File: config.mk
export PLATFORM = sky130hd
export DESIGN_NAME = ldp_top
export DESIGN_NICKNAME = d
export VERILOG_FILES = /design/src/ldp_pkg.sv /design/src/ldp_top.sv
export SDC_FILE = /design/constraint.sdc
export NUM_CORES = 1
export LEC_CHECK = 0
export BUFFER_PORTS_ARGS = -buffer_cell sky130_fd_sc_hd__buf_2
export CORE_UTILIZATION = 40
export DETAILED_ROUTE_END_ITERATION = 7
export GPL_TIMING_DRIVEN = 0
export HOLD_SLACK_MARGIN = 0.1
export SKIP_LAST_GASP = 1
export SYNTH_ARGS = -nofsm -noshare
export SYNTH_HDL_FRONTEND = slang
export SYNTH_SLANG_ARGS = --single-unit
File: constraint.sdc
create_clock -name hclk -period 4.9 [get_ports hclk]
set_input_delay 0.49 -clock hclk [delete_from_list [all_inputs] [get_ports hclk]]
set_output_delay 0.49 -clock hclk [all_outputs]
set_load 0.03 [all_outputs]
File: src/ldp_pkg.sv
package ldp_pkg;
   // ----------------------------------------------------------------
   // register byte offsets
   // ----------------------------------------------------------------
   localparam logic [7:0] LDP_PANEL_OFS    = 8'h0C;
   localparam logic [7:0] LDP_DISP_OFS     = 8'h10;
   localparam logic [7:0] LDP_PSAVE_OFS    = 8'h14;
   localparam logic [7:0] LDP_OVL_ADDR_OFS = 8'h50;
   localparam logic [7:0] LDP_OVL_LOFS_OFS = 8'h54;
   localparam logic [7:0] LDP_OVL_X_OFS    = 8'h58;
   localparam logic [7:0] LDP_OVL_Y_OFS    = 8'h5C;
   // ----------------------------------------------------------------
   // field positions
   // ----------------------------------------------------------------
   localparam int LDP_PTYPE_LSB  = 0;
   localparam int LDP_MODR_LSB   = 16;
   localparam int LDP_BPP_LSB    = 0;
   localparam int LDP_ROT_LSB    = 16;
   localparam int LDP_OVL_BIT    = 19;
   localparam int LDP_INV_BIT    = 20;
   localparam int LDP_DITH_BIT   = 22;
   localparam int LDP_BLANK_BIT  = 23;
   localparam int LDP_DBLH_BIT   = 24;
   localparam int LDP_DBLV_BIT   = 25;
   localparam int LDP_GPO_BIT    = 0;
   localparam int LDP_PSEN_BIT   = 4;
   localparam int LDP_MPD_BIT    = 6;
   localparam int LDP_VND_BIT    = 7;
   // ----------------------------------------------------------------
   // writable masks and reset values
   // ----------------------------------------------------------------
   localparam logic [31:0] LDP_PANEL_MASK = 32'h003F_0003;
   localparam logic [31:0] LDP_DISP_MASK  = 32'h03DB_001F;
   localparam logic [31:0] LDP_PSAVE_MASK = 32'h0000_0011;
   localparam logic [31:0] LDP_PANEL_RST  = 32'h0000_0000;
   localparam logic [31:0] LDP_DISP_RST   = 32'h0000_0000;
   localparam logic [31:0] LDP_PSAVE_RST  = 32'h0000_0010;
   localparam logic [31:0] LDP_OVL_RST    = 32'h0000_0000;
   // ----------------------------------------------------------------
   // codes
   // ----------------------------------------------------------------
   localparam logic [1:0] LDP_PT_STN    = 2'h0;
   localparam logic [1:0] LDP_PT_TFT    = 2'h1;
   localparam logic [1:0] LDP_PT_DIRECT = 2'h2;
   localparam logic [4:0] LDP_BPP_1     = 5'h01;
   localparam logic [4:0] LDP_BPP_2     = 5'h02;
   localparam logic [4:0] LDP_BPP_4     = 5'h04;
   localparam logic [4:0] LDP_BPP_8     = 5'h08;
   localparam logic [4:0] LDP_BPP_16    = 5'h10;
   localparam logic [1:0] LDP_HTRANS_NS = 2'h2;

   typedef enum logic [1:0] {
      LDP_ROT_0,
      LDP_ROT_90,
      LDP_ROT_180,
      LDP_ROT_270
   } ldp_rot_type;

   // pixel entering from the fetch engine
   typedef struct packed {
      logic        valid;
      logic [15:0] data;
   } ldp_pix_in_type;

   // pixel leaving towards the panel formatter
   typedef struct packed {
      logic        valid;
      logic [17:0] rgb;
   } ldp_pix_out_type;

   // settings handed to the fetch engine
   typedef struct packed {
      logic        dbl_v;
      logic        dbl_h;
      logic        ovl_en;
      ldp_rot_type rot;
      logic [4:0]  bpp;
      logic [31:0] ovl_addr;
      logic [31:0] ovl_lofs;
      logic [31:0] ovl_x;
      logic [31:0] ovl_y;
   } ldp_fetch_cfg_type;
endpackage : ldp_pkg

File: src/ldp_top.sv
`timescale 1ns/1ps
`default_nettype none
module ldp_top
   import ldp_pkg::*;
#(
   parameter int MOD_CNT_W = 6
) (
   // clock and reset
   input  wire  logic                      hclk,
   input  wire  logic                      hresetn,
   // ahb-lite slave
   input  wire  logic                      hsel,
   input  wire  logic [31:0]               haddr,
   input  wire  logic [1:0]                htrans,
   input  wire  logic                      hwrite,
   input  wire  logic [2:0]                hsize,
   input  wire  logic                      hready,
   input  wire  logic [31:0]               hwdata,
   output var   logic [31:0]               hrdata,
   output var   logic                      hreadyout,
   output var   logic                      hresp,
   // display timing, same clock
   input  wire  logic                      line_pulse,
   input  wire  logic                      frame_pulse,
   input  wire  logic                      vert_nondisplay,
   // pixel stream and palette
   input  wire  ldp_pkg::ldp_pix_in_type   pix_in,
   output var   logic                      pix_ready,
   output var   logic [7:0]                lut_index,
   input  wire  logic [17:0]               lut_rgb,
   output var   ldp_pkg::ldp_pix_out_type  pix_out,
   // memory controller
   input  wire  logic                      mem_wr_req,
   input  wire  logic                      mem_idle,
   output var   logic                      mem_ctrl_en,
   // panel side
   output var   logic [1:0]                panel_type,
   output var   logic                      panel_modulation_pin,
   output var   logic                      line_repeat,
   output var   ldp_pkg::ldp_fetch_cfg_type fetch_cfg
);
   import ldp_pkg::*;

   if (MOD_CNT_W < 6) begin : g_chk
      $error("MOD_CNT_W must hold the six-bit modulation rate");
   end

   // ----------------------------------------------------------------
   // bus address phase capture
   // ----------------------------------------------------------------
   logic        wr_pend_q;
   logic [7:0]  wr_addr_q;
   logic        take;

   assign take = hsel && hready && (htrans == LDP_HTRANS_NS);
   // registers answer with no wait state and never signal an error
   assign hreadyout = 1'b1;
   assign hresp     = 1'b0;

   always_ff @(posedge hclk or negedge hresetn) begin
      if (!hresetn) begin
         wr_pend_q <= 1'b0;
         wr_addr_q <= 8'h00;
      end else begin
         wr_pend_q <= take && hwrite;
         wr_addr_q <= haddr[7:0];
      end
   end

   // ----------------------------------------------------------------
   // registers
   // ----------------------------------------------------------------
   logic [31:0] panel_q;
   logic [31:0] disp_q;
   logic [31:0] psave_q;
   logic [31:0] ovl_addr_q;
   logic [31:0] ovl_lofs_q;
   logic [31:0] ovl_x_q;
   logic [31:0] ovl_y_q;

   always_ff @(posedge hclk or negedge hresetn) begin
      if (!hresetn) begin
         panel_q    <= LDP_PANEL_RST;
         disp_q     <= LDP_DISP_RST;
         psave_q    <= LDP_PSAVE_RST;
         ovl_addr_q <= LDP_OVL_RST;
         ovl_lofs_q <= LDP_OVL_RST;
         ovl_x_q    <= LDP_OVL_RST;
         ovl_y_q    <= LDP_OVL_RST;
      end else if (wr_pend_q) begin
         case (wr_addr_q)
            LDP_PANEL_OFS:    panel_q    <= hwdata & LDP_PANEL_MASK;
            LDP_DISP_OFS:     disp_q     <= hwdata & LDP_DISP_MASK;
            LDP_PSAVE_OFS:    psave_q    <= hwdata & LDP_PSAVE_MASK;
            LDP_OVL_ADDR_OFS: ovl_addr_q <= hwdata;
            LDP_OVL_LOFS_OFS: ovl_lofs_q <= hwdata;
            LDP_OVL_X_OFS:    ovl_x_q    <= hwdata;
            LDP_OVL_Y_OFS:    ovl_y_q    <= hwdata;
            default: ;
         endcase
      end
   end

   // ----------------------------------------------------------------
   // decoded fields
   // ----------------------------------------------------------------
   logic [1:0]  ptype;
   logic [5:0]  mod_rate;
   logic [4:0]  bpp;
   logic        blank;
   logic        dith_off;
   logic        inv;
   logic        dbl_h;
   logic        dbl_v;
   logic        ps_en;

   assign ptype    = panel_q[LDP_PTYPE_LSB +: 2];
   assign mod_rate = panel_q[LDP_MODR_LSB +: 6];
   assign bpp      = disp_q[LDP_BPP_LSB +: 5];
   assign blank    = disp_q[LDP_BLANK_BIT];
   assign dith_off = disp_q[LDP_DITH_BIT];
   assign inv      = disp_q[LDP_INV_BIT];
   assign dbl_h    = disp_q[LDP_DBLH_BIT];
   assign dbl_v    = disp_q[LDP_DBLV_BIT];
   assign ps_en    = psave_q[LDP_PSEN_BIT];

   always_ff @(posedge hclk or negedge hresetn) begin
      if (!hresetn) begin
         panel_type <= LDP_PT_STN;
      end else begin
         panel_type <= ptype;
      end
   end

   // overlay shares depth and rotation with the main window
   always_ff @(posedge hclk or negedge hresetn) begin
      if (!hresetn) begin
         fetch_cfg <= '0;
      end else begin
         fetch_cfg.dbl_v    <= dbl_v;
         fetch_cfg.dbl_h    <= dbl_h;
         fetch_cfg.ovl_en   <= disp_q[LDP_OVL_BIT];
         fetch_cfg.rot      <= ldp_rot_type'(disp_q[LDP_ROT_LSB +: 2]);
         fetch_cfg.bpp      <= bpp;
         fetch_cfg.ovl_addr <= ovl_addr_q;
         fetch_cfg.ovl_lofs <= ovl_lofs_q;
         fetch_cfg.ovl_x    <= ovl_x_q;
         fetch_cfg.ovl_y    <= ovl_y_q;
      end
   end

   // ----------------------------------------------------------------
   // power save and memory controller
   // ----------------------------------------------------------------
   logic mem_down_q;

   // a buffer write wakes the controller for its own duration only
   assign mem_ctrl_en = !ps_en || mem_wr_req;
   // status lags its inputs by one edge; software polls it, so the lag is harmless

   always_ff @(posedge hclk or negedge hresetn) begin
      if (!hresetn) begin
         mem_down_q <= 1'b0;
      end else begin
         mem_down_q <= ps_en && !mem_wr_req && mem_idle;
      end
   end

   // ----------------------------------------------------------------
   // read data, registered in the address phase
   // ----------------------------------------------------------------
   logic [31:0] psave_rd;
   logic        fwd;

   // a read right behind a write to the same word sees the word being
   // written, so back-to-back transfers need no idle cycle
   assign fwd = wr_pend_q && (wr_addr_q == haddr[7:0]);

   always_comb begin
      psave_rd              = fwd ? (hwdata & LDP_PSAVE_MASK) : psave_q;
      psave_rd[LDP_VND_BIT] = vert_nondisplay;
      psave_rd[LDP_MPD_BIT] = mem_down_q;
   end

   always_ff @(posedge hclk or negedge hresetn) begin
      if (!hresetn) begin
         hrdata <= 32'h0000_0000;
      end else if (take && !hwrite) begin
         case (haddr[7:0])
            LDP_PANEL_OFS:    hrdata <= fwd ? (hwdata & LDP_PANEL_MASK) : panel_q;
            LDP_DISP_OFS:     hrdata <= fwd ? (hwdata & LDP_DISP_MASK) : disp_q;
            LDP_PSAVE_OFS:    hrdata <= psave_rd;
            LDP_OVL_ADDR_OFS: hrdata <= fwd ? hwdata : ovl_addr_q;
            LDP_OVL_LOFS_OFS: hrdata <= fwd ? hwdata : ovl_lofs_q;
            LDP_OVL_X_OFS:    hrdata <= fwd ? hwdata : ovl_x_q;
            LDP_OVL_Y_OFS:    hrdata <= fwd ? hwdata : ovl_y_q;
            default:          hrdata <= 32'h0000_0000;
         endcase
      end
   end

   // ----------------------------------------------------------------
   // vertical doubling: every other line is fetched again
   // ----------------------------------------------------------------
   always_ff @(posedge hclk or negedge hresetn) begin
      if (!hresetn) begin
         line_repeat <= 1'b0;
      end else if (!dbl_v || frame_pulse) begin
         line_repeat <= 1'b0;
      end else if (line_pulse) begin
         line_repeat <= !line_repeat;
      end
   end

   // ----------------------------------------------------------------
   // pixel pipeline
   // ----------------------------------------------------------------
   logic        second_q;
   logic        hold_v_q;
   logic [15:0] hold_d_q;
   logic        use_v;
   logic [15:0] use_d;
   logic [17:0] rgb;
   logic [17:0] rgb_c;

   // horizontal doubling presents each pixel twice; the fetch side
   // is stalled for the repeat, so its rate halves
   // the repeat slot still blocks if doubling is switched off inside it
   assign pix_ready = !blank && !second_q;
   assign use_v     = second_q ? hold_v_q : pix_in.valid;
   assign use_d     = second_q ? hold_d_q : pix_in.data;
   assign lut_index = use_d[7:0];

   always_ff @(posedge hclk or negedge hresetn) begin
      if (!hresetn) begin
         second_q <= 1'b0;
         hold_v_q <= 1'b0;
         hold_d_q <= 16'h0000;
      end else if (blank || !dbl_h) begin
         second_q <= 1'b0;
         hold_v_q <= 1'b0;
      end else if (second_q) begin
         second_q <= 1'b0;
      end else if (pix_in.valid) begin
         second_q <= 1'b1;
         hold_v_q <= 1'b1;
         hold_d_q <= pix_in.data;
      end
   end

   always_comb begin
      // 16 bpp is 5-6-5 and skips the palette; lower depths look it up
      if (bpp == LDP_BPP_16) begin
         rgb = {use_d[15:11], use_d[15], use_d[10:5], use_d[4:0], use_d[4]};
      end else begin
         rgb = lut_rgb;
      end
      if (inv) begin
         rgb = ~rgb;
      end
      rgb_c = rgb;
      // without dithering a passive panel keeps 4 bits per colour
      if (ptype == LDP_PT_STN && dith_off) begin
         rgb_c = {rgb[17:14], 2'h0, rgb[11:8], 2'h0, rgb[5:2], 2'h0};
      end
   end

   always_ff @(posedge hclk or negedge hresetn) begin
      if (!hresetn) begin
         pix_out <= '0;
      end else if (blank) begin
         pix_out <= '0;
      end else begin
         pix_out.valid <= use_v;
         pix_out.rgb   <= use_v ? rgb_c : 18'h00000;
      end
   end

   // ----------------------------------------------------------------
   // modulation pin
   // ----------------------------------------------------------------
   logic [MOD_CNT_W-1:0] mod_cnt_q;
   logic                 mod_q;
   logic                 mod_step;

   // a rate change does not clear the counter, so the first period after it may be short
   assign mod_step = (mod_rate == 6'h00) ? frame_pulse : line_pulse;

   always_ff @(posedge hclk or negedge hresetn) begin
      if (!hresetn) begin
         mod_cnt_q <= '0;
         mod_q     <= 1'b0;
      end else if (mod_step) begin
         if (mod_rate == 6'h00) begin
            mod_q <= !mod_q;
         end else if (mod_cnt_q + 1'b1 >= MOD_CNT_W'(mod_rate)) begin
            mod_cnt_q <= '0;
            mod_q     <= !mod_q;
         end else begin
            mod_cnt_q <= mod_cnt_q + 1'b1;
         end
      end
   end

   always_ff @(posedge hclk or negedge hresetn) begin
      if (!hresetn) begin
         panel_modulation_pin <= 1'b0;
      end else begin
         case (ptype)
            LDP_PT_STN:    panel_modulation_pin <= mod_q;
            LDP_PT_TFT:    panel_modulation_pin <= use_v && !blank;
            LDP_PT_DIRECT: panel_modulation_pin <= psave_q[LDP_GPO_BIT];
            default:       panel_modulation_pin <= 1'b0;
         endcase
      end
   end
endmodule : ldp_top
`default_nettype wire

# [After elaboration in Yosys (flattened, before gate mapping)]
# Index checks and enable logic that the tools add are counted.
[word_totals] register_bits=379 in_bits=114 output_inout_bits=205 wordCells=122
[classes] addsub=1 magnitude_cmp=1 eq_ne=20 muxes=28 bitwise=4 n_reduce_logical=38
[op_table] cell="$pmux 32 s7" count=1
[op_table] cell="$mux 32" count=4
[op_table] cell="$eq 8x7->1 const B" count=8
[op_table] cell="$mux 18" count=3
[op_table] cell="$eq 8x5->1 const B" count=4
[op_table] cell="$mux 26" count=1
[op_table] cell="$mux 22" count=1
[op_table] cell="$reduce_and 2->1" count=10
[op_table] cell="$mux 19" count=1
[op_table] cell="$not 18->18" count=1
[op_table] cell="$eq 8x4->1 const B" count=2
[op_table] cell="$mux 16" count=1
[op_table] cell="$mux 14" count=1
[op_table] cell="$mux 1" count=12
[op_table] cell="$logic_and 1x1->1" count=10
[op_table] cell="$logic_not 1->1" count=9
[op_table] cell="$eq 8x8->1" count=1
[op_table] cell="$add 6x1->6 const B" count=1
[op_table] cell="$ge 6x6->1" count=1
[op_table] cell="$logic_not 6->1" count=1
[op_table] cell="$mux 6" count=1
[op_table] cell="$reduce_bool 2->1" count=3
[op_table] cell="$eq 5x5->1 const B" count=1
[op_table] cell="$mux 5" count=1
[op_table] cell="8 further kinds" count=13

# [Depth between registers and ports, before layout]
[depth] word_depth=7 ltp_mapped=9 depth_no_buf=9

# [Worst setup path after synthesis]
# OpenSTA, ideal clock, no wires.
[synth_path] kind="reg-to-reg" from="register wr_addr_q[7]" to="register ovl_x_q[11]" setup_ps=125 arrival_ps=2101 required_time_ps=4775 slack_ps=2674 stages_incl_launch_ff=8 n_path_buf=2 period_less_slack_ps=2226 cell_sequence="dfrtp_1 nand2b_1 or4_4 or2_1 buf_6 nor3b_4 buf_6 mux2_4"
[synth_via] elab_chain_len=2
[synth_lines] element="from (decl)" line="ldp_top.sv:52" rtl="logic [7:0] wr_addr_q;"
[synth_lines] element="from (signal assigned)" line="ldp_top.sv:66" rtl="wr_addr_q <= haddr[7:0];"
[synth_lines] element="$eq 8x7->1" line="ldp_top.sv:91" rtl="case (wr_addr_q)"
[synth_lines] element="$reduce_and 2->1 (no source line)"
[synth_lines] element="to (signal assigned)" line="ldp_top.sv:97" rtl="LDP_OVL_X_OFS: ovl_x_q <= hwdata;"
[synth_lines] element="to (decl)" line="ldp_top.sv:78" rtl="logic [31:0] ovl_x_q;"
# Every way passes these cells.
# A chain may end at the register's enable or synchronous reset.

# [Final worst setup path]
[layout_path] from="input haddr[6]" to="register hrdata[25]"
[layout_via] elab_chain_len=4 elab_cells_between_ends=15 classes_between="eq/ne: 8; mux: 6; reduce/logical: 1"
[layout_lines] element="from (decl)" line="ldp_top.sv:13" rtl="input wire logic [31:0] haddr,"
[layout_lines] element="$eq 8x8->1" line="ldp_top.sv:177" rtl="assign fwd = wr_pend_q && (wr_addr_q == haddr[7:0]);"
[layout_lines] element="$logic_and 1x1->1" line="ldp_top.sv:177"
[layout_lines] element="$mux 32 (tied with other cells)" line="ldp_top.sv:196" rtl="LDP_OVL_Y_OFS: hrdata <= fwd ? hwdata : ovl_y_q;"
[layout_lines] element="$pmux 32 s7 (*)" line="ldp_top.sv:189" rtl="case (haddr[7:0])"
[layout_lines] element="to (signal assigned)" line="ldp_top.sv:190" rtl="LDP_PANEL_OFS: hrdata <= fwd ? (hwdata & LDP_PANEL_MASK) : panel_q;"
[layout_lines] element="to (signal assigned)" line="ldp_top.sv:191" rtl="LDP_DISP_OFS: hrdata <= fwd ? (hwdata & LDP_DISP_MASK) : disp_q;"
[layout_lines] element="to (signal assigned)" line="ldp_top.sv:196"
[layout_lines] element="to (decl)" line="ldp_top.sv:19" rtl="output var logic [31:0] hrdata,"
# Mark *: on every way between the ends. The rest lies on a longest branch, timed or not.

==> results.sh <==
export IMPL_async_reset_ff_share_pct=100.0
export IMPL_syn_area_sq_um=14660
export IMPL_hold_viol_final=0
export IMPL_htree_levels=2
export IMPL_drc_errors=15
export IMPL_finalCriticalPeriod_ns=2.942
export IMPL_fmax_mhz=339.9
export IMPL_r2r_start="disp_q[0]"
export IMPL_post_cts_setup_buffers=0
export IMPL_cp_cell_sequence="dlygate4sd3_1 -> buf_2 -> clkbuf_1 -> nor4bb_1 -> a21oi_1 -> nor3_2 -> and3_1 -> buf_1 -> a21o_1"
export IMPL_min_period_over_period_pct=60.04
export IMPL_violations="design-rule violations"
export IMPL_start_kind="input port"
export IMPL_gp_congestion=0.7687
export IMPL_n_antenna_cell=0
export IMPL_clkTransAtPathRegs_ns=0.06
export IMPL_cts_resized=0
export IMPL_critical_path_startpoint="haddr[6]"
export IMPL_ys_top_cells_by_count="378 x dfrtp_1, 151 x mux2_2, 47 x nand2_1"
export IMPL_maxSlewHeadroom_pct=27.70
export IMPL_first_pass_iters=8
export IMPL_grt_pass1_vias=9671
export IMPL_hold_depth=3
export IMPL_hold_buffers=10
export IMPL_cap_violations=0
export IMPL_grt_util_all_layers_pct=20.39
export IMPL_vias_per_cell=5.058
export IMPL_fin_nets=1432
export IMPL_fin_skew_ns=0.01978
export IMPL_hpwl_microns=26230
export IMPL_finalMaxSlewViolations=0
export IMPL_rsz0062_at_grt="no"
export IMPL_cts_tree="done"
export IMPL_overflow=0
export IMPL_synth_nets=1088
export IMPL_insertion_delay_ns=0.56
export IMPL_die_h_microns=193.4
export IMPL_power_leakage_nw=9.386
export IMPL_crit_type="in2reg"
export IMPL_grt_max_degree=116
export IMPL_yosys_warnings=0
export IMPL_wl_microns=37180
export IMPL_wire_per_inst_microns=20.66
export IMPL_crit_path_top_delay_cell="nor4bb_1"
export IMPL_setup_tns_ns=0
export IMPL_syn_to_final_growth_pct=24.04
export IMPL_tightest_slew_ns=1.075
export IMPL_rows=69
export IMPL_setup_viol=0
export IMPL_outcome="finished, violations left"
export IMPL_root_buffer="clkbuf_16"
export IMPL_nFillCells=3108
export IMPL_place_inst=1719
export IMPL_core_area_sq_um=35830
export IMPL_path_delay_family="simple AND/OR/NAND/NOR gates"
export IMPL_drive_gt1_share_pct=43.02
export IMPL_grt_pass1_wl_microns=58250
export IMPL_synth_edf_count=0
export IMPL_synth_cells=967
export IMPL_dr_first_iter_drc_count=446
export IMPL_die_w_microns=193.4
export IMPL_ys_ff_latch=379
export IMPL_netlist_area_leader_share_pct=64.53
export IMPL_dieArea_sq_um=37420
export IMPL_hp_class="in2reg"
export IMPL_netlist_top_cells_area="dfrtp_1 65%, mux2_2 12%, mux4_2 4.9%"
export IMPL_ys_flop_type="dfrtp_1"
export IMPL_io_pins=319
export IMPL_worst_path_stages=9
export IMPL_totalPowerFinal_mw=6.676
export IMPL_cp_end_kind="flip-flop"
export IMPL_initial_core_util_pct=40.91
export IMPL_vias=9104
export IMPL_avgSynthCellArea_sq_um=15.16
export IMPL_clk_path_buf_depth=3
export IMPL_final_cell_count_no_fill=1800
export IMPL_worstPathArrival_ns=3.42
export IMPL_numPortBuffers=288
export IMPL_ys_seq_area_share_pct=64.71
export IMPL_powerDensity_nw_per_um2=367.2
export IMPL_rr_worst_depth=7
export IMPL_synth_top_area_cell="dfrtp_1"
export IMPL_yosysUniqueCellTypes=58
export IMPL_ir_worst_vdd_uv=238.1
export IMPL_ant_nets=0
export IMPL_path_max_fanout=8
export IMPL_antenna_found_initial=0
export IMPL_critical_path_max_stage_delay_ns=0.59
export IMPL_cts_sinks=379
export IMPL_cts_buffers=41
export IMPL_cp_required_ns=5.38
export IMPL_worst_path_buf_inv=4
export IMPL_hold_start="mem_idle"
export IMPL_synth_most_common_cell="dfrtp_1"
routing by layer:
metal / vias up / wire length, microns / part of all wire, % / GRT usage (%)
li1: 4151 / - / - / -
met1: 4647 / 16390 / 44 / 27.83
met2: 247 / 17850 / 48 / 32.73
met3: 59 / 2125 / 5.7 / 4.480
met4: 0 / 822 / 2.2 / 6.104
met5: - / 0 / 0 / 0
through the flow:
stage / cell area (sq um) / setup WS, ns / util (%) / hold slack, ns
after global routing: 18180 / 1.795 / 50.75 / 0.1522
final: 18180 / 1.958 / 50.75 / 0.1667
after floorplan: 14660 / 2.674 / - / 0.1944
after CTS: 18180 / 1.634 / 50.73 / 0.1414
after global placement: 16680 / -4.069 / 46.55 / 0.3743
after detailed placement: 16770 / 1.624 / 46.81 / 0.3782
path summary, 6_finish.rpt:
| path | endpoint | slack (ns) |
|---|---|---|
| hold reg to reg | fetch_cfg[11] | 0.39 |
| setup / recovery | hrdata[25] | 1.96 |
| max in group asynchronous | hold_d_q[1] | 3.05 |
| hold / removal | mem_down_q | 0.17 |
| setup reg to reg | pix_out[8] | 2.32 |
| min in group asynchronous | ovl_x_q[13] | 0.46 |
report_power, final:
group          total, mW  switching, mW  internal, mW  leakage (nW)
Sequential          3.26         0.0516          3.21          5.14
Combinational      0.439          0.273         0.166          3.62
Clock               2.98           1.24          1.74         0.631
area by class of cell:
type | instances | area (sq um) | share of cell area (%)
multi-input cells | 526 | 4850 | 26.67
well taps | 461 | 576.8 | 3.172
repair buffers | 301 | 1634 | 8.987
flip-flops and latches | 379 | 9485 | 52.17
inverters | 10 | 37.54 | 0.2064
clock buffers | 64 | 1192 | 6.558
clock inverters | 7 | 113.9 | 0.6262
plain buffers | 52 | 292.8 | 1.610
sequential cells by signal, indices dropped and copies added, names as in the netlist, 6 cells and up:
register and count:
ovl_y_q 32, panel_q 8, ovl_addr_q 32, fetch_cfg 138, hold_d_q 16, disp_q 13, pix_out 19, ovl_lofs_q 32
hrdata 32, wr_addr_q 8, mod_cnt_q 6, ovl_x_q 32
worst min-delay path, cell delays in order:
cell,delay [ns]
buf_2,0.09
inv_1,0.04
nor2_1,0.05
logic make-up (layout without fill, tap and decap cells):
logic type	Yosys count	in the layout	share of synthesized area [%]
other cells	2	2	0.05123
compound gates	95	95	4.114
fa+ha+maj	7	7	0.5974
buf+inv	62	434	2.253
flops	379	379	64.71
mux	241	241	20.89
xor+xnor	32	32	1.912
simple gates	149	149	5.471
cells in the final DEF (no fill, tap or decap), drive strengths merged, types with 2 or more instances in the layout:
cell type      n
nor3b          3
dfrtp        378
inv           10
a21o          14
conb           2
nor3           5
mux2i         39
clkinv         5
a31oi          2
mux2         170
nand2         47
dlygate4sd3   10
a32oi          2
nor4           3
a21oi         10
xor2          19
a221oi         5
nand3         17
or4            3
o21ai         40
mux4          32
nand4b         4
a22o           3
nand2b        10
nor2          29
clkbuf        85
nand4          2
o21a           2
and3          14
o31ai         11
xnor2         13
a22oi          2
ha             7
and2           4
buf          322
Power figures use the tool's default switching activity.
